### config.mk
export PLATFORM = sky130hd
export DESIGN_NAME = mcuio_top
export DESIGN_NICKNAME = d
export VERILOG_FILES = /design/src/hdl/mcuio_pkg.sv /design/src/hdl/mcuio_sync.sv /design/src/hdl/mcuio_pin.sv /design/src/hdl/mcuio_top.sv
export SDC_FILE = /design/constraint.sdc
export NUM_CORES = 1
export LEC_CHECK = 0
export CELL_PAD_IN_SITES_DETAIL_PLACEMENT = 2
export CELL_PAD_IN_SITES_GLOBAL_PLACEMENT = 2
export CORE_ASPECT_RATIO = 1.1
export CORE_MARGIN = 2
export CORE_UTILIZATION = 41
export DETAILED_ROUTE_END_ITERATION = 10
export DONT_BUFFER_PORTS = 1
export GPL_ROUTABILITY_DRIVEN = 0
export GPL_TIMING_DRIVEN = 0
export PLACE_DENSITY_LB_ADDON = 0.25
export SLEW_MARGIN = 20
export SYNTH_ARGS = -nofsm -noshare
export SYNTH_HDL_FRONTEND = slang
export SYNTH_SLANG_ARGS = --single-unit
### constraint.sdc
create_clock -name I_CLK -period 11.65 [get_ports I_CLK]
set_input_delay 2.9125 -clock I_CLK [delete_from_list [all_inputs] [get_ports I_CLK]]
set_output_delay 2.9125 -clock I_CLK [all_outputs]
set_load 0.01 [all_outputs]
### src/hdl/mcuio_pkg.sv
// Constants and carrier types for the port pin control block
package mcuio_pkg;
    // Bidirectional ports in index order 0,1,6,7,8
    localparam int NPORT = 5;
    localparam logic [2:0] P0_IDX = 3'h0;
    localparam logic [2:0] P1_IDX = 3'h1;
    localparam logic [2:0] P7_IDX = 3'h3;
    localparam logic [2:0] P8_IDX = 3'h4;
    // Implemented bits per bidirectional port
    localparam logic [4:0][7:0] BIDIR_MASK =
        {8'hFF, 8'h03, 8'hFF, 8'h1F, 8'h47};
    // Register map, byte addresses on an 8-bit APB address
    localparam logic [3:0] PORT_BLOCKS = 4'h5;
    localparam logic [3:0] OFS_OUT = 4'h0;
    localparam logic [3:0] OFS_DIR = 4'h4;
    localparam logic [3:0] OFS_PULL = 4'h8;
    localparam logic [3:0] OFS_PSEL = 4'hC;
    localparam logic [7:0] ADR_P2_IN = 8'h50;
    localparam logic [7:0] ADR_P2_PULL = 8'h54;
    localparam logic [7:0] ADR_PA_IN = 8'h58;
    localparam logic [7:0] ADR_PA_PULL = 8'h5C;
    localparam logic [7:0] ADR_PA_PSEL = 8'h60;
    localparam logic [7:0] ADR_P1_FSEL = 8'h64;
    localparam logic [7:0] ADR_SER_MODE3 = 8'h68;
    localparam logic [7:0] ADR_MISC = 8'h6C;
    localparam logic [7:0] ADR_RST_CTRL = 8'h70;
    // Serial mode register 3 fields
    localparam int SM_TX = 0;
    localparam int SM_RX = 1;
    localparam int SM_CLK = 2;
    localparam int SM_TX_OD = 3;
    localparam int SM_CLK_OD = 4;
    // Misc register fields
    localparam int MS_BUZZ = 0;
    localparam int MS_ZCROSS = 1;
    // Reset values
    localparam logic [7:0] LAT_RST = 8'h00;
    localparam logic [7:0] DIR_RST = 8'h00;
    localparam logic [7:0] PULL_RST = 8'h00;
    localparam logic [4:0] FSEL_RST = 5'h00;
    localparam logic [4:0] SMR_RST = 5'h00;
    localparam logic [1:0] MISC_RST = 2'h0;
    localparam logic RSTBIT_RST = 1'b1;
    // Clock settling wait after reset release
    localparam int CLK_PERIOD_NS = 40;
    localparam int STAB_TIME_NS = 100000;
    localparam int STAB_CYCLES =
        (STAB_TIME_NS + CLK_PERIOD_NS - 1) / CLK_PERIOD_NS;
    localparam logic [11:0] STAB_LAST = 12'(STAB_CYCLES - 1);
    // Pad drive bundle of one 8-bit port
    typedef struct packed {
        logic [7:0] o;
        logic [7:0] oe;
        logic [7:0] pu;
        logic [7:0] pd;
    } mcuio_pad_t;
endpackage

### src/hdl/mcuio_sync.sv
// Two-stage synchroniser for pin levels
`timescale 1ns/10ps
module mcuio_sync #(
    parameter int W = 1
) (
    input wire logic i_clk,
    input wire logic i_reset,
    input wire logic [W-1:0] i_async,
    output logic [W-1:0] o_sync
);
    logic [W-1:0] meta_ff; // First stage, read only by second
    logic [W-1:0] sync_ff; // Second stage, safe to use
    logic [W-1:0] nxt_meta;
    logic [W-1:0] nxt_sync;

    // Shift the pin level through both stages
    always_comb begin
        nxt_meta = i_async;
        nxt_sync = meta_ff;
    end

    // Stages clear to zero under reset
    always_ff @(posedge i_clk or posedge i_reset) begin
        if (i_reset) begin
            meta_ff <= '0;
            sync_ff <= '0;
        end else begin
            meta_ff <= nxt_meta;
            sync_ff <= nxt_sync;
        end
    end

    assign o_sync = sync_ff;
endmodule

### src/hdl/mcuio_pin.sv
// Output stage of one bidirectional pin with function mux
`timescale 1ns/10ps
module mcuio_pin (
    input wire logic i_lat,
    input wire logic i_dir,
    input wire logic i_fn_en,
    input wire logic i_fn_val,
    input wire logic i_od,
    output logic o_o,
    output logic o_oe
);
    logic val; // Level the pin should show

    // Special function overrides the latch only when selected
    always_comb begin
        val = i_fn_en ? i_fn_val : i_lat;
        // Open-drain drives only lows, so a high floats
        o_oe = i_dir & (~i_od | ~val);
        o_o = i_od ? 1'b0 : val;
    end
endmodule

### src/hdl/mcuio_top.sv
// Port pin control: registers, pin muxing and reset pin
`timescale 1ns/10ps
module mcuio_top (
    input wire logic I_CLK,
    input wire logic I_RESET,
    input wire logic I_PSEL,
    input wire logic I_PENABLE,
    input wire logic I_PWRITE,
    input wire logic [7:0] I_PADDR,
    input wire logic [31:0] I_PWDATA,
    output logic [31:0] O_PRDATA,
    output logic O_PREADY,
    output logic O_PSLVERR,
    input wire logic [4:0][7:0] I_PORT_PIN,
    output mcuio_pkg::mcuio_pad_t [4:0] O_PORT_PAD,
    input wire logic [3:0] I_P2_PIN,
    output logic [3:0] O_P2_PU,
    input wire logic [7:0] I_PA_PIN,
    output logic [7:0] O_PA_PU,
    output logic [7:0] O_PA_PD,
    input wire logic I_RST_PIN_N,
    output logic O_RST_PIN_O,
    output logic O_RST_PIN_OE,
    output logic O_SW_RESET,
    output logic O_RESET_IRQ,
    input wire logic I_SER_TX,
    output logic O_SER_RX,
    input wire logic I_SER_CLK,
    output logic O_SER_CLK_IN,
    input wire logic I_REMOTE_CARRIER,
    input wire logic [2:0] I_TMR_OUT,
    output logic [2:0] O_TMR_IN,
    input wire logic I_BUZZER,
    output logic [3:0] O_EXT_IRQ,
    output logic O_ZERO_CROSS,
    output logic [7:0] O_ANALOG_CH,
    output logic [7:0] O_LED_DRIVE
);
    localparam int SYNC_W = 53; // Bidir 40, port A 8, port 2 4, reset 1

    // Register state
    logic [4:0][7:0] lat_ff, nxt_lat;   // Output latches
    logic [4:0][7:0] dir_ff, nxt_dir;   // 1 = output
    logic [4:0][7:0] pul_ff, nxt_pul;   // Pull enables
    logic p7sel_ff, nxt_p7sel;          // 1 = port 7 pulls down
    logic [3:0] p2pu_ff, nxt_p2pu;      // Port 2 pull-ups
    logic [7:0] papu_ff, nxt_papu;      // Port A pull enables
    logic pasel_ff, nxt_pasel;          // 1 = port A pulls down
    logic [4:0] fsel_ff, nxt_fsel;      // Port 1 output function
    logic [4:0] smr_ff, nxt_smr;        // Serial mode register 3
    logic [1:0] misc_ff, nxt_misc;      // Buzzer, zero-cross
    logic rstb_ff, nxt_rstb;            // Reset pin port bit latch
    // Bus answer state
    logic [31:0] prdata_ff, nxt_prdata;
    logic err_ff, nxt_err;
    // Clock settling state
    logic [11:0] stab_ff, nxt_stab;
    logic done_ff, nxt_done;
    logic irq_ff, nxt_irq;

    // Synchronised pin levels
    logic [SYNC_W-1:0] sync_in, sync_out;
    logic [4:0][7:0] pin_s;
    logic [3:0] p2_s;
    logic [7:0] pa_s;
    logic rstpin_s;

    // Decode helpers
    logic [2:0] pidx;
    logic [3:0] sub;
    logic hit;
    logic wr_en;
    logic [7:0] rd8;
    logic [7:0] wd8;

    // Function mux into the pin cells
    logic [4:0][7:0] fn_en, fn_val, od;

    assign sync_in = {I_RST_PIN_N, I_PA_PIN, I_P2_PIN, I_PORT_PIN};

    // Every pin passes two flops before any logic sees it
    mcuio_sync #(.W(SYNC_W)) u_sync (
        .i_clk(I_CLK),
        .i_reset(I_RESET),
        .i_async(sync_in),
        .o_sync(sync_out)
    );

    assign pin_s = sync_out[39:0];
    assign p2_s = sync_out[43:40];
    assign pa_s = sync_out[51:44];
    assign rstpin_s = sync_out[52];

    assign pidx = I_PADDR[6:4];
    assign sub = I_PADDR[3:0];
    assign wd8 = I_PWDATA[7:0];
    // Writes land only at the access edge of a good transfer
    assign wr_en = I_PSEL & I_PENABLE & I_PWRITE & hit;

    // Address decode and read value
    always_comb begin
        hit = 1'b0;
        rd8 = 8'h00;
        if (I_PADDR[7:4] < mcuio_pkg::PORT_BLOCKS) begin
            hit = 1'b1;
            case (sub)
                mcuio_pkg::OFS_OUT:
                    // Pin level for inputs, latch for outputs
                    rd8 = mcuio_pkg::BIDIR_MASK[pidx] &
                        ((dir_ff[pidx] & lat_ff[pidx]) |
                         (~dir_ff[pidx] & pin_s[pidx]));
                mcuio_pkg::OFS_DIR: rd8 = dir_ff[pidx];
                mcuio_pkg::OFS_PULL: rd8 = pul_ff[pidx];
                mcuio_pkg::OFS_PSEL: begin
                    // Pull direction exists on port 7 only
                    hit = (pidx == mcuio_pkg::P7_IDX);
                    rd8 = {7'h00, p7sel_ff & hit};
                end
                default: hit = 1'b0;
            endcase
        end else begin
            hit = 1'b1;
            case (I_PADDR)
                mcuio_pkg::ADR_P2_IN: rd8 = {4'h0, p2_s};
                mcuio_pkg::ADR_P2_PULL: rd8 = {4'h0, p2pu_ff};
                mcuio_pkg::ADR_PA_IN: rd8 = pa_s;
                mcuio_pkg::ADR_PA_PULL: rd8 = papu_ff;
                mcuio_pkg::ADR_PA_PSEL: rd8 = {7'h00, pasel_ff};
                mcuio_pkg::ADR_P1_FSEL: rd8 = {3'h0, fsel_ff};
                mcuio_pkg::ADR_SER_MODE3: rd8 = {3'h0, smr_ff};
                mcuio_pkg::ADR_MISC: rd8 = {6'h00, misc_ff};
                // Latch, pin level, clock settled
                mcuio_pkg::ADR_RST_CTRL:
                    rd8 = {5'h00, done_ff, rstpin_s, rstb_ff};
                default: hit = 1'b0;
            endcase
        end
    end

    // Register next values; unused port bits never stick
    always_comb begin
        nxt_lat = lat_ff;
        nxt_dir = dir_ff;
        nxt_pul = pul_ff;
        nxt_p7sel = p7sel_ff;
        nxt_p2pu = p2pu_ff;
        nxt_papu = papu_ff;
        nxt_pasel = pasel_ff;
        nxt_fsel = fsel_ff;
        nxt_smr = smr_ff;
        nxt_misc = misc_ff;
        nxt_rstb = rstb_ff;
        if (wr_en && I_PADDR[7:4] < mcuio_pkg::PORT_BLOCKS) begin
            case (sub)
                // Per-bit latch, direction and pull
                mcuio_pkg::OFS_OUT:
                    nxt_lat[pidx] = wd8 & mcuio_pkg::BIDIR_MASK[pidx];
                mcuio_pkg::OFS_DIR:
                    nxt_dir[pidx] = wd8 & mcuio_pkg::BIDIR_MASK[pidx];
                mcuio_pkg::OFS_PULL:
                    nxt_pul[pidx] = wd8 & mcuio_pkg::BIDIR_MASK[pidx];
                // One direction bit for the port: no mixing
                mcuio_pkg::OFS_PSEL: nxt_p7sel = wd8[0];
                default: nxt_p7sel = p7sel_ff;
            endcase
        end else if (wr_en) begin
            case (I_PADDR)
                mcuio_pkg::ADR_P2_PULL: nxt_p2pu = wd8[3:0];
                mcuio_pkg::ADR_PA_PULL: nxt_papu = wd8;
                mcuio_pkg::ADR_PA_PSEL: nxt_pasel = wd8[0];
                mcuio_pkg::ADR_P1_FSEL: nxt_fsel = wd8[4:0];
                mcuio_pkg::ADR_SER_MODE3: nxt_smr = wd8[4:0];
                mcuio_pkg::ADR_MISC: nxt_misc = wd8[1:0];
                // Writing 0 starts a software reset
                mcuio_pkg::ADR_RST_CTRL: nxt_rstb = wd8[0];
                default: nxt_rstb = rstb_ff;
            endcase
        end
    end

    // Everything resets to inputs with pulls off
    always_ff @(posedge I_CLK or posedge I_RESET) begin
        if (I_RESET) begin
            lat_ff <= {5{mcuio_pkg::LAT_RST}};
            dir_ff <= {5{mcuio_pkg::DIR_RST}};
            pul_ff <= {5{mcuio_pkg::PULL_RST}};
            p7sel_ff <= 1'b0;
            p2pu_ff <= mcuio_pkg::PULL_RST[3:0];
            papu_ff <= mcuio_pkg::PULL_RST;
            pasel_ff <= 1'b0;
            fsel_ff <= mcuio_pkg::FSEL_RST;
            smr_ff <= mcuio_pkg::SMR_RST;
            misc_ff <= mcuio_pkg::MISC_RST;
            rstb_ff <= mcuio_pkg::RSTBIT_RST;
        end else begin
            lat_ff <= nxt_lat;
            dir_ff <= nxt_dir;
            pul_ff <= nxt_pul;
            p7sel_ff <= nxt_p7sel;
            p2pu_ff <= nxt_p2pu;
            papu_ff <= nxt_papu;
            pasel_ff <= nxt_pasel;
            fsel_ff <= nxt_fsel;
            smr_ff <= nxt_smr;
            misc_ff <= nxt_misc;
            rstb_ff <= nxt_rstb;
        end
    end

    // Read data and error caught in the setup cycle
    always_comb begin
        nxt_prdata = prdata_ff;
        nxt_err = err_ff;
        if (I_PSEL && !I_PENABLE) begin
            nxt_prdata = {24'h000000, rd8};
            nxt_err = ~hit;
        end
    end

    always_ff @(posedge I_CLK or posedge I_RESET) begin
        if (I_RESET) begin
            prdata_ff <= 32'h00000000;
            err_ff <= 1'b0;
        end else begin
            prdata_ff <= nxt_prdata;
            err_ff <= nxt_err;
        end
    end

    // No wait states: every access phase completes at once
    assign O_PREADY = I_PSEL & I_PENABLE;
    assign O_PSLVERR = O_PREADY & err_ff;
    assign O_PRDATA = prdata_ff;

    // Wait for the clock to settle, then raise reset interrupt
    always_comb begin
        nxt_stab = stab_ff;
        nxt_done = done_ff;
        nxt_irq = 1'b0;
        if (!done_ff) begin
            if (stab_ff == mcuio_pkg::STAB_LAST) begin
                nxt_done = 1'b1;
                nxt_irq = 1'b1;
            end else begin
                nxt_stab = stab_ff + 12'h001;
            end
        end
    end

    // Reset pin low holds this at zero via the chip reset
    always_ff @(posedge I_CLK or posedge I_RESET) begin
        if (I_RESET) begin
            stab_ff <= 12'h000;
            done_ff <= 1'b0;
            irq_ff <= 1'b0;
        end else begin
            stab_ff <= nxt_stab;
            done_ff <= nxt_done;
            irq_ff <= nxt_irq;
        end
    end

    assign O_RESET_IRQ = irq_ff;

    // Open-drain reset pin: low only, never driven high
    assign O_RST_PIN_O = 1'b0;
    assign O_RST_PIN_OE = ~rstb_ff;
    assign O_SW_RESET = ~rstb_ff;

    // Special function selection per pin
    always_comb begin
        fn_en = '0;
        fn_val = '0;
        od = '0;
        // Serial tx and clock only with output and mode set
        fn_en[0][0] = dir_ff[0][0] & smr_ff[mcuio_pkg::SM_TX];
        fn_val[0][0] = I_SER_TX;
        od[0][0] = fn_en[0][0] & smr_ff[mcuio_pkg::SM_TX_OD];
        fn_en[0][2] = dir_ff[0][2] & smr_ff[mcuio_pkg::SM_CLK];
        fn_val[0][2] = I_SER_CLK;
        od[0][2] = fn_en[0][2] & smr_ff[mcuio_pkg::SM_CLK_OD];
        fn_en[0][6] = dir_ff[0][6] & misc_ff[mcuio_pkg::MS_BUZZ];
        fn_val[0][6] = I_BUZZER;
        // Carrier and timers need select and output
        fn_en[1][0] = dir_ff[1][0] & fsel_ff[0];
        fn_val[1][0] = I_REMOTE_CARRIER;
        for (int t = 0; t < 3; t++) begin
            fn_en[1][t+2] = dir_ff[1][t+2] & fsel_ff[t+2];
            fn_val[1][t+2] = I_TMR_OUT[t];
        end
    end

    // One pin cell per port bit; masked bits stay undriven
    for (genvar p = 0; p < mcuio_pkg::NPORT; p++) begin : g_port
        for (genvar b = 0; b < 8; b++) begin : g_bit
            mcuio_pin u_pin (
                .i_lat(lat_ff[p][b]),
                .i_dir(dir_ff[p][b] & mcuio_pkg::BIDIR_MASK[p][b]),
                .i_fn_en(fn_en[p][b]),
                .i_fn_val(fn_val[p][b]),
                .i_od(od[p][b]),
                .o_o(O_PORT_PAD[p].o[b]),
                .o_oe(O_PORT_PAD[p].oe[b])
            );
        end
        // Pull-up, or pull-down on port 7 by its port-wide select
        if (p == 3) begin : g_ud
            assign O_PORT_PAD[p].pu = pul_ff[p] & {8{~p7sel_ff}};
            assign O_PORT_PAD[p].pd = pul_ff[p] & {8{p7sel_ff}};
        end else begin : g_up
            assign O_PORT_PAD[p].pu = pul_ff[p];
            assign O_PORT_PAD[p].pd = 8'h00;
        end
    end

    assign O_P2_PU = p2pu_ff;
    assign O_PA_PU = papu_ff & {8{~pasel_ff}};
    assign O_PA_PD = papu_ff & {8{pasel_ff}};

    // Inputs to peripherals; serial inputs idle high when not selected, timer inputs and zero-cross idle low
    assign O_SER_RX = (~dir_ff[0][1] & smr_ff[mcuio_pkg::SM_RX]) ?
        pin_s[0][1] : 1'b1;
    assign O_SER_CLK_IN = (~dir_ff[0][2] & smr_ff[mcuio_pkg::SM_CLK]) ?
        pin_s[0][2] : 1'b1;
    assign O_TMR_IN = pin_s[1][4:2] & ~dir_ff[1][4:2];
    assign O_EXT_IRQ = p2_s;
    assign O_ZERO_CROSS = misc_ff[mcuio_pkg::MS_ZCROSS] & p2_s[1];
    assign O_ANALOG_CH = pa_s;
    // LED lines are the bits of port 8 driven low
    assign O_LED_DRIVE = O_PORT_PAD[4].oe & ~O_PORT_PAD[4].o;
endmodule

# ---- Word level (Yosys, flattened, before mapping)
# Memory sizes are Yosys's and may differ from the RTL's.
# Index checks and enable logic that the tools add are counted.
dict set report op_classes {
  add_sub_neg 1
  mul 0
  div 0
  magnitude_cmp 3
  eq_ne 14
  n_shift 0
  mux 34
  bitwise 48
  reduce_logical 19
}
# cell count
set ops {}
lappend ops {{40-bit bitwise mux} 3}
lappend ops {{8-bit binary-select mux with 3-bit select} 4}
lappend ops {{8-bit bitwise AND} 9}
lappend ops {{8-bit by 7-bit equality test with 1-bit output, second input constant} 9}
lappend ops {{8-bit one-hot mux with 9 select lines} 1}
lappend ops {{8-bit 2-to-1 mux} 7}
lappend ops {{8-bit one-hot mux with 4 select lines} 1}
lappend ops {{8-bit demux with 3-bit select} 1}
lappend ops {{3-bit AND reduction} 7}
lappend ops {{1-bit bitwise AND} 19}
lappend ops {{1-bit 2-to-1 mux} 16}
lappend ops {{8-bit inverter} 2}
lappend ops {{1-bit inverter} 13}
lappend ops {{12-bit by 1-bit adder with 12-bit output, second input constant} 1}
lappend ops {{12-bit equality test, second input constant} 1}
lappend ops {{2-bit AND reduction} 5}
lappend ops {{9-bit OR reduction} 1}
lappend ops {{4-bit equality test, second input constant} 2}
lappend ops {{8-bit OR} 1}
lappend ops {{4-bit by 3-bit equality test with 1-bit output, second input constant} 1}
lappend ops {{4-bit logical NOT} 1}
lappend ops {{3-bit by 4-bit less-than comparator with 1-bit output, second input constant} 1}
lappend ops {{4-bit by 3-bit less-than comparator with 1-bit output, second input constant} 1}
lappend ops {{3-bit bitwise AND} 1}
lappend ops {{8 further kinds} 11}
dict set report word_totals {
  register_bits 276
  latch_bits 0
  mem_bits_rw 0
  mem_bits_ro 64
  in_bits 105
  out_inout_bits 244
  elab_cells 150
  n_memories 1
}
# name depth width read_ports rd_clocked_by_memory_dff write_ports line_no
set mem_list {}
lappend mem_list {{(name not given)} 8 8 1 0 0 mcuio_top.sv:161} ;# nxt_pul[pidx] = wd8 & mcuio_pkg::BIDIR_MASK[pidx];

# ---- Depth between registers and ports, before layout
# Gate-level depths: netlist (run 1).
dict set report depth {
  depth_word 8
  depth_mapped 13
  depth_no_buf 8
}

# ---- Modules after synthesis
# Synthesis (run 1) repeated with hierarchy kept, for this count alone.
dict set report unflattened {
  hier_cells 1150
  hier_area_um2 13685.6
}
# module instances cells_per_inst area_per_inst_um2 seq_area_each_um2
set by_module_without_submodules {}
lappend by_module_without_submodules {mcuio_top 1 923 9427.8 4255.3}
lappend by_module_without_submodules {mcuio_sync 1 107 2656.3 2652.5}
lappend by_module_without_submodules {mcuio_pin 40 3 40.0 0.0}

# ---- Worst setup path after synthesis (run 1)
# No wires, ideal clock.
dict set report synth_timing {
  path_kind {input-to-output}
  from {input port I_BUZZER}
  to {output port O_PORT_PAD[30] (netlist name)}
  t_arrival_ps 3288
  required_time_ps 8738
  slack_ps 5450
  cell_stages 2
  n_path_buf 1
  cell_sequence {mux2_2 > buf_4}
}
# item line_no
set synth_rtl {}
lappend synth_rtl {{from (decl)} mcuio_top.sv:33} ;# input wire logic I_BUZZER,
lappend synth_rtl {{to (decl)} mcuio_top.sv:15} ;# output mcuio_pkg::mcuio_pad_t [4:0] O_PORT_PAD,

==> impl_metrics.csv, run 1 <==
group,metric,value,unit
timing,hold_viol,0,
floorplan,ios,349,
floorplan,dieArea,33810,um2
cts,numCtsBuffers,34,
place,dp_slack,5394,ps
power,switching_share,0.2437,
cts,cts_tree,"done",
timing,report.final.slew_viol_count,0,
hold_path,hold-path-endpoint,"u_sync.o_sync[44]",
power,p_seq_frac,0.455,
cts,post-cts-setup-buffer-count,0,
timing,skew,9.696,ps
worst_setup_path,path_buf_inv,1,
logic_synthesis,synth_flop_cell,"dfrtp_1",
grt,grt_pass1_vias,9751,
worst_setup_path,worstPathMaxFanout,2,
power,p_comb_frac,0.072,
logic_synthesis,synth_top_cell_by_area,"dfrtp_1",
hold_path,hp-start,"u_sync.meta_ff[44]",
worst_setup_path,cp-end-kind,"output pin",
floorplan,rows,69,
logic_synthesis,syn_inst,1097,
cells_and_area,design_area,15240,um2
worst_setup_path,critPathTopFamily,"compound AO/OA/AOI/OAI gates",
hold_path,hold_class,"flip-flop to flip-flop",
drt,drtIter0Drc,563,
drt,route.detailed.drc,0,
worst_setup_path,startpoint,"I_SER_TX",
worst_setup_path,r2r_cells,6,
floorplan,dieHeight,192.7,um
place,dp_hpwl,32.72,mm
power,p_sw,0.5339,mW
floorplan,fp.dieW,175.5,um
cts,clock-sinks,276,
cells_and_area,drive_gt1_frac,0.3496,
logic_synthesis,ys_ff_latch,276,
cts,cts_resized,0,
logic_synthesis,synth_area_leaders,"dfrtp_1 52%, mux2_2 11%, buf_4 11%, mux2i_1 4.3%, nor2b_1 2.1%",
grt,antenna_found_initial,0,
logic_synthesis,yosysTopAreaCellShare,0.5187,
worst_setup_path,critPathKind,"input pin to output pin",
timing,worst_slew_pin_slew,848.8,ps
timing,fin_crit,6222,ps
logic_synthesis,synth_common_cells,"275 x dfrtp_1, 188 x buf_4, 131 x mux2_2",
worst_setup_path,path_cells,"a41o_1, buf_4",
timing,fmax,160.7,MHz
cells_and_area,area_growth,14.87,%
grt,track_usage,0.2595,
floorplan,start_util,0.4131,
logic_synthesis,syn_area_per_cell,12.09,um2
timing,setup_viol,0,
drt,dr.pass1.iters,5,
logic_synthesis,netlist-cell-type-count,68,
worst_setup_path,timing.rr.start,"stab_ff[9]",
timing,holdWs,341.8,ps
power,p_per_area,143.8,nW/um2
logic_synthesis,ys_seq_area_frac,0.5207,
grt,grt_max_degree,104,
outcome,outcome,"finished, final reports clean",
cts,htree_levels,2,
drt,wl,43.64,mm
drt,antenna_left,0,
logic_synthesis,synth_edf_count,0,
place,placed_area,14150,um2
timing,rsz0062_at_grt,"no",
hold_path,worstHoldPathCells,0,
logic_synthesis,ys_async_sr_fraction,1.000,
timing,worst_slack,5428,ps
worst_setup_path,cpPeakStageDelay,250,ps
grt,overflow,0,
power,ir_drop,0.00009081,V
place,io_buffers,0,
power,p_int,1.657,mW
logic_synthesis,yosysWarnings,0,
logic_synthesis,synth_most_common_cell,"dfrtp_1",
power,p_clk_frac,0.473,
floorplan,core_region_area,32120,um2
worst_setup_path,crit_arrival,3310,ps
cts,clock_path_buffers,3,
drt,avgRoutedWirePerCell,26.38,um
worst_setup_path,worst-r2r-setup-slack,9530,ps
worst_setup_path,cp.required,8740,ps
cts,clock_latency,530,ps
drt,vias,8842,
timing,timing.final.crit_share,0.5341,
job,cap_violations,0,
logic_synthesis,synthesis.area,13270,um2
cells_and_area,nNetsFinal,1315,
timing,slew_headroom,0.4327,
worst_setup_path,cp-start-kind,"input pin",
worst_setup_path,slowest_stage,"a41o_1",
grt,grt_pass1_wl,64.18,mm
power,leakage,7.424,nW
cts,holdBufCountCts,0,
cts,clkTransAtPathRegs,60,ps
worst_setup_path,reg2reg_to,"stab_ff[11]",
drt,viasPerCell,5.346,
cts,cts_root_buffer,"clkbuf_16",
-- kinds of logic after synthesis --
group,Yosys count,share of synthesized area
buffers and inverters,239,0.1223
adders and majority gates,5,0.004716
AOI/OAI and AO/OA,144,0.06979
DFF,276,0.5207
and+or+nand+nor,215,0.1020
muxes,206,0.1729
xor gates and xnor gates,11,0.007262
other,1,0.0002827
-- sequential cells by signal (all words and copies together) (netlist names), 12 cells and up --
signal          count
u_sync.o_sync      53
stab_ff            12
lat_ff             40
u_sync.meta_ff     53
O_PORT_PAD         32
dir_ff             40
-- power groups by stage --
stage / clock network [mW] / registers, mW / logic (mW)
after CTS: 1.06 / 0.998 / 0.156
after floorplan: 0 / 1.01 / 0.110
final: 1.04 / 0.998 / 0.157
after detailed placement: 0 / 1.02 / 0.156
after global placement: 0 / 1.01 / 0.150
after global routing: 1.10 / 1.00 / 0.169
-- placed cells by master (no fill, tap or decap), types with 5 or more instances in the layout --
cell type	Yosys	routed
o2bb2ai_1	6	6
nor3_1	6	6
xnor2_1	7	7
and2_1	19	19
clkbuf_16	0	34
dfrtp_1	275	275
mux2_2	131	131
o21ai_0	40	40
mux2_1	14	14
a31oi_1	7	7
mux2i_1	57	57
a21oi_1	23	23
a22oi_1	13	13
o22ai_1	16	16
a211oi_1	5	5
nand3_1	14	14
nor2_2	8	8
nor2b_1	45	45
clkbuf_8	0	6
nand4_1	7	7
nor2_1	28	28
and3_1	7	7
nand2_1	35	35
clkbuf_1	23	30
nand2b_1	5	5
buf_2	16	16
ha_1	5	5
nor3_4	10	10
buf_4	188	188
inv_1	9	8
conb_1	1	70
-- cell type report --
| type | count | area (um2) |
|---|---|---|
| Clock buffer | 47 | 959.7 |
| Buffer | 230 | 1589 |
| Fill cell | 3246 | 16880 |
| Tap cell | 426 | 533.0 |
| Antenna cell | 1 | 2.502 |
| Sequential cell | 276 | 6908 |
| Multi-Input combinational cell | 651 | 4995 |
| Inverter | 9 | 41.29 |
| Timing Repair Buffer | 3 | 82.58 |
| Clock inverter | 11 | 128.9 |
-- metrics by stage --
stage | util | instances | power, mW | TNS, ps
global route | 0.4744 | 1653 | 2.272 | 0
global placement | 0.4377 | 1592 | 1.165 | -544550
floorplan | - | 1166 | 1.119 | 0
detailed placement | 0.4405 | 1595 | 1.171 | 0
CTS | 0.4744 | 1653 | 2.218 | 0
finish | 0.4745 | 1654 | 2.191 | 0
-- how the worst max path moves through the flow --
stage | slack, ps | to | cells past startpoint
after detailed placement | 5390 | O_PORT_PAD[40] | 10
after floorplan | 1130 | O_P2_PU[0] | 1
after global routing | 5420 | O_PORT_PAD[30] | 2
after global placement | -2010 | u_sync.o_sync[29] | 1
after CTS | 5420 | O_PORT_PAD[24] | 2
final | 5430 | O_PORT_PAD[24] | 2
-- routing by layer --
layer | up-vias | track usage | wire length (um)
met5 | - | 0 | 0
met4 | 0 | 0.1078 | 1739
met3 | 80 | 0.05950 | 3216
met2 | 363 | 0.4252 | 20690
met1 | 4597 | 0.3325 | 17990
li1 | 3802 | - | -
Note: power is estimated with default switching activity, not from simulation.
==> run 2: changes to the inputs <==
CORE_UTILIZATION = 37   (was 41)
clock period = 5.5 ns   (was 11.65 ns; I/O delays follow)
==> run 2 against run 1 <==
Largest cell class unchanged. Largest power group unchanged. Global-route usage shrank 1.2 points. Register-to-register slack got worse by 6300 ps. Clock skew up 11 ps. Core utilization fell by 3.4 points. Critical path type is now input pin to flip-flop. Setup slack got worse by 4200 ps. Sequential power increased by 110%. Combinational power grew 120%.
==> impl_metrics.csv, run 2 (same netlist as run 1, synthesis figures left out) <==
group,metric,value,unit
floorplan,fp.dieW,184.5,um
floorplan,start_util,0.3766,
cts,numCtsBuffers,30,
power,p_int,3.633,mW
timing,report.final.slew_viol_count,0,
hold_path,worstHoldPathCells,0,
cells_and_area,n_antenna_cell,0,
floorplan,rows,72,
place,io_buffers,0,
grt,grt_max_degree,36,
power,p_sw,1.147,mW
floorplan,ios,349,
worst_setup_path,cp-end-kind,"flip-flop",
worst_setup_path,worstPathMaxFanout,10,
drt,dr.pass1.iters,4,
floorplan,dieArea,37390,um2
drt,route.detailed.drc,0,
cells_and_area,final_common_cell,"dfrtp_1",
cells_and_area,area_growth,16.84,%
worst_setup_path,r2r_cells,6,
worst_setup_path,reg2reg_to,"stab_ff[11]",
worst_setup_path,crit_arrival,4690,ps
timing,slew_headroom,0.3453,
cts,post-cts-setup-buffer-count,0,
drt,drtIter0Drc,455,
job,cap_violations,0,
worst_setup_path,cp-start-kind,"input pin",
grt,overflow,0,
timing,timing.final.crit_share,0.7701,
drt,vias,8931,
cts,cts_root_buffer,"clkbuf_16",
power,p_seq_frac,0.442,
timing,rsz0062_at_grt,"no",
cts,cts_tree,"done",
worst_setup_path,timing.rr.start,"stab_ff[9]",
drt,viasPerCell,5.214,
floorplan,core_region_area,35220,um2
cts,clock-sinks,276,
worst_setup_path,crit_end,"O_PORT_PAD[40]",
place,dp_hpwl,34.25,mm
worst_setup_path,critPathKind,"input pin to flip-flop",
timing,fin_crit,4235,ps
power,power,4.780,mW
power,p_clk_frac,0.485,
timing,hold_viol,0,
power,switching_share,0.2399,
cts,clock_path_buffers,3,
worst_setup_path,worst-r2r-setup-slack,3280,ps
timing,fmax,236.1,MHz
power,p_comb_frac,0.073,
power,leakage,7.509,nW
cts,clock_latency,590,ps
timing,setup_viol,0,
worst_setup_path,cp.required,5960,ps
cts,cts_resized,0,
outcome,outcome,"finished, final reports clean",
drt,antenna_left,0,
grt,antenna_found_initial,2,
power,ir_drop,0.0002165,V
cells_and_area,drive_gt1_frac,0.3571,
cells_and_area,utilization,0.4401,
grt,grt_pass1_vias,9906,
grt,grt_pass1_wl,67.25,mm
timing,skew,20.30,ps
drt,wl,46.04,mm
power,p_per_area,308.4,nW/um2
cells_and_area,nNetsFinal,1318,
floorplan,dieHeight,202.6,um
hold_path,hold_class,"flip-flop to flip-flop",
cts,clkTransAtPathRegs,60,ps
drt,avgRoutedWirePerCell,26.88,um
cts,htree_levels,1,
cells_and_area,most-common-layout-cells,"275 x dfrtp_1, 188 x buf_4, 131 x mux2_2",
worst_setup_path,startpoint,"I_PADDR[5]",
grt,track_usage,0.2473,
timing,worst_slew_pin_slew,982.0,ps
cts,holdBufCountCts,0,
-- run 2: layout make-up --
type                       instances  area, um2
tap                              481      601.8
multi-input combinational        651       4995
buffer                           230       1589
inverter                           9      37.54
fill                            3619      19720
timing repair buffer              10      230.2
clock inverter                    21      330.3
clock buffer                      35      809.5
sequential                       276       6908
-- run 2: worst min-delay path by stage --
stage                  startpoint           endpoint  slack (ps)
6_report       u_sync.meta_ff[16]  u_sync.o_sync[16]         340
5_1_grt        u_sync.meta_ff[16]  u_sync.o_sync[16]         340
4_1_cts        u_sync.meta_ff[16]  u_sync.o_sync[16]         340
3_5_place_dp    u_sync.meta_ff[6]   u_sync.o_sync[6]         340
3_3_place_gp   u_sync.meta_ff[40]  u_sync.o_sync[40]         330
2_1_floorplan   u_sync.meta_ff[0]   u_sync.o_sync[0]         330
-- run 2: critical path, stage by stage --
cell and delay (ps):
buf_2 150, buf_2 260, buf_2 300, inv_1 250
ha_1 360, nor2b_1 160, nor3b_2 450, nand2_2 290
nor3_4 660, mux2_2 410
-- run 2: metrics by stage --
step / setup WS [ps] / TNS [ps] / hold slack (ps) / cell area [um2] / std cells
after CTS: 1276 / 0 / 343.2 / 15500 / 1713
after detailed placement: 638.7 / 0 / 335.8 / 14360 / 1657
final: 1265 / 0 / 341.4 / 15500 / 1713
after global routing: 1172 / 0 / 343.4 / 15500 / 1713
after floorplan: 474.5 / 0 / 331.2 / 13530 / 1166
after global placement: -1132 / -300490 / 333.3 / 14130 / 1647
-- run 2: per-layer routing --
layer  share of wire  wire length, um  vias up  track usage
li1                -                -     3805            -
met1            0.40            18350     4710       0.3045
met2            0.49            22440      345       0.4166
met3           0.076             3494       69      0.06117
met4           0.038             1734        2      0.09657
met5         0.00028               13        -            0
-- run 2: power groups by stage --
stage	Combinational, mW	Clock, mW	Sequential, mW
after CTS	0.348	2.37	2.11
after detailed placement	0.346	0	2.15
final	0.349	2.32	2.11
after floorplan	0.233	0	2.14
after global routing	0.377	2.43	2.12
after global placement	0.320	0	2.15
==> run 3: changes to the inputs <==
ABC_AREA = 1   (was not set)
CORE_UTILIZATION = 33   (was 37)
clock period = 3.45 ns   (was 5.5 ns; I/O delays follow)
==> run 3 against run 2 <==
Cell area grew 5.4%. Clock power grew 55%. Power grew 57%. First-iteration DRC count grew 56%. Clock-buffer cell count grew 1. Global-route usage grew 0.68 points. Via count grew 34%. Critical path type unchanged. Critical endpoint is now dir_ff[36].
==> impl_metrics.csv, run 3 <==
group,metric,value,unit
cts,post-cts-setup-buffer-count,0,
floorplan,dieArea,44150,um2
logic_synthesis,synth_top_cell_by_area,"dfrtp_1",
logic_synthesis,synth_area_leaders,"dfrtp_1 49%, nand2_1 14%, buf_4 9.9%, nand3_1 5.6%, inv_1 4.0%",
floorplan,start_util,0.3329,
grt,track_usage,0.2541,
worst_setup_path,cp.required,3920,ps
cells_and_area,area_growth,16.57,%
cts,cts_root_buffer,"clkbuf_16",
worst_setup_path,crit_arrival,3730,ps
cts,clock-sinks,276,
job,cap_violations,0,
timing,rsz0062_at_grt,"no",
floorplan,dieHeight,220.2,um
logic_synthesis,ys_seq_area_frac,0.4928,
drt,vias,12000,
worst_setup_path,slowest_stage,"buf_2",
timing,fin_crit,3266,ps
drt,route.detailed.drc,0,
drt,antenna_left,0,
cells_and_area,final_common_cell,"nand2_1",
place,io_buffers,0,
worst_setup_path,cp-end-kind,"flip-flop",
grt,overflow,0,
cts,cts_resized,0,
logic_synthesis,synth_most_common_cell,"nand2_1",
power,ir_drop,0.0004644,V
timing,hold_viol,0,
power,leakage,8.753,nW
hold_path,hold_class,"input pin to async pin",
worst_setup_path,path_buf_inv,4,
outcome,outcome,"finished, final reports clean",
timing,fin_setup_tns,0,ps
worst_setup_path,worstPathMaxFanout,11,
logic_synthesis,netlist-cell-type-count,35,
cts,numCtsBuffers,31,
floorplan,rows,79,
cts,clock_latency,590,ps
floorplan,fp.dieW,200.5,um
grt,grt_pass1_wl,83.36,mm
worst_setup_path,path_cells,"buf_2, inv_2, buf_2, ha_1, nand3_1, inv_2, nand2_2, nand3_1, o21bai_4, nor2_8, nand4_1, nand2_1, nand2_1",
grt,antenna_found_initial,0,
drt,drtIter0Drc,712,
cts,clock_path_buffers,3,
logic_synthesis,synth_common_cells,"524 x nand2_1, 275 x dfrtp_1, 185 x buf_4",
drt,viasPerCell,4.955,
logic_synthesis,syn_inst,1713,
timing,skew,14.74,ps
logic_synthesis,yosysTopAreaCellShare,0.4909,
logic_synthesis,syn_area_per_cell,8.184,um2
floorplan,core_region_area,42110,um2
cells_and_area,most-common-layout-cells,"524 x nand2_1, 275 x dfrtp_1, 190 x buf_4",
cells_and_area,drive_gt1_frac,0.1877,
worst_setup_path,r2r_cells,9,
timing,worst_slew_pin_slew,1027,ps
timing,timing.final.crit_share,0.9468,
power,p_per_area,460.6,nW/um2
worst_setup_path,critPathTopFamily,"simple AND/OR/NAND/NOR gates",
grt,grt_pass1_vias,12850,
cells_and_area,utilization,0.3881,
cells_and_area,nNetsFinal,1940,
logic_synthesis,ys_async_sr_fraction,1.000,
logic_synthesis,synth_flop_cell,"dfrtp_1",
drt,avgRoutedWirePerCell,23.42,um
place,dp_hpwl,43.42,mm
timing,fmax,306.1,MHz
timing,report.final.slew_viol_count,0,
drt,dr.pass1.iters,5,
logic_synthesis,synthesis.area,14020,um2
logic_synthesis,yosysWarnings,0,
cells_and_area,n_antenna_cell,0,
timing,slew_headroom,0.3126,
logic_synthesis,ys_ff_latch,276,
cts,holdBufCountCts,0,
cts,cts_tree,"done",
timing,setup_viol,0,
floorplan,ios,349,
cts,htree_levels,1,
logic_synthesis,synth_edf_count,0,
worst_setup_path,critPathKind,"input pin to flip-flop",
worst_setup_path,cp-start-kind,"input pin",
worst_setup_path,cpPeakStageDelay,470,ps
cts,clkTransAtPathRegs,60,ps
worst_setup_path,cp.depth,13,
drt,wl,56.71,mm
grt,grt_max_degree,35,
run 3: cell types whose count changed after synthesis, moves of 57 or more:
cell     before  now
nand2_1      35  524
nand3_1      14  158
inv_1         9  148
mux2_2      131    0
nor2_1       28  117
mux2i_1      57    0
run 3: kinds of logic (layout without fill, tap and decap cells):
family,Yosys count,after routing,share of synthesized area
buf+inv,409,481,0.1627
compound gates,140,140,0.06141
flops,276,276,0.4928
fa+ha+maj,5,5,0.004463
xor+xnor,8,8,0.004998
simple gates,874,874,0.2734
other cells,1,70,0.0002675
run 3: final cells by class:
class	instances	area, um2
Fill cell	4838	25770
Sequential cell	276	6908
Multi-Input combinational cell	1097	5091
Buffer	255	1703
Clock buffer	36	834.6
Tap cell	567	709.4
Inverter	154	581.8
Clock inverter	21	260.3
Timing Repair Buffer	15	252.7
run 3: path summary, 6_finish.rpt:
path	from	endpoint	slack, ps
max	I_PADDR[4]	dir_ff[36]	180
min	I_RESET	u_sync.meta_ff[1]	160
max reg2reg	stab_ff[0]	stab_ff[8]	1430
min reg2reg	u_sync.meta_ff[12]	u_sync.o_sync[12]	340
max in group asynchronous	I_RESET	rstb_ff	2250
min in group I_CLK	I_PORT_PIN[31]	u_sync.meta_ff[31]	300
run 3: report_power, final:
part | internal (mW) | switching, mW
Sequential | 3.31 | 0.0398
Combinational | 0.165 | 0.419
Clock | 2.11 | 1.48
Total | 5.59 | 1.94
run 3: stage by stage:
stage                     cell area [um2]  hold WS [ps]  cells  power [mW]  setup WS (ps)
after floorplan                     14280         331.2   1782       3.769          -1063
after global placement              14990         332.5   2349       3.950          -2819
after detailed placement            15210         336.2   2359       3.992         -494.9
after CTS                           16300         145.0   2416       7.597          118.7
after global routing                16340         166.6   2421       7.777          2.337
final                               16340         156.8   2421       7.527          183.5
run 3: routing by layer:
layer	share of wire	routed length [um]	global-route usage	vias up
li1	-	-	-	5369
met1	0.42	23820	0.3217	6170
met2	0.49	27550	0.4399	362
met3	0.061	3482	0.04742	94
met4	0.033	1848	0.08494	0
met5	0	0	0	-
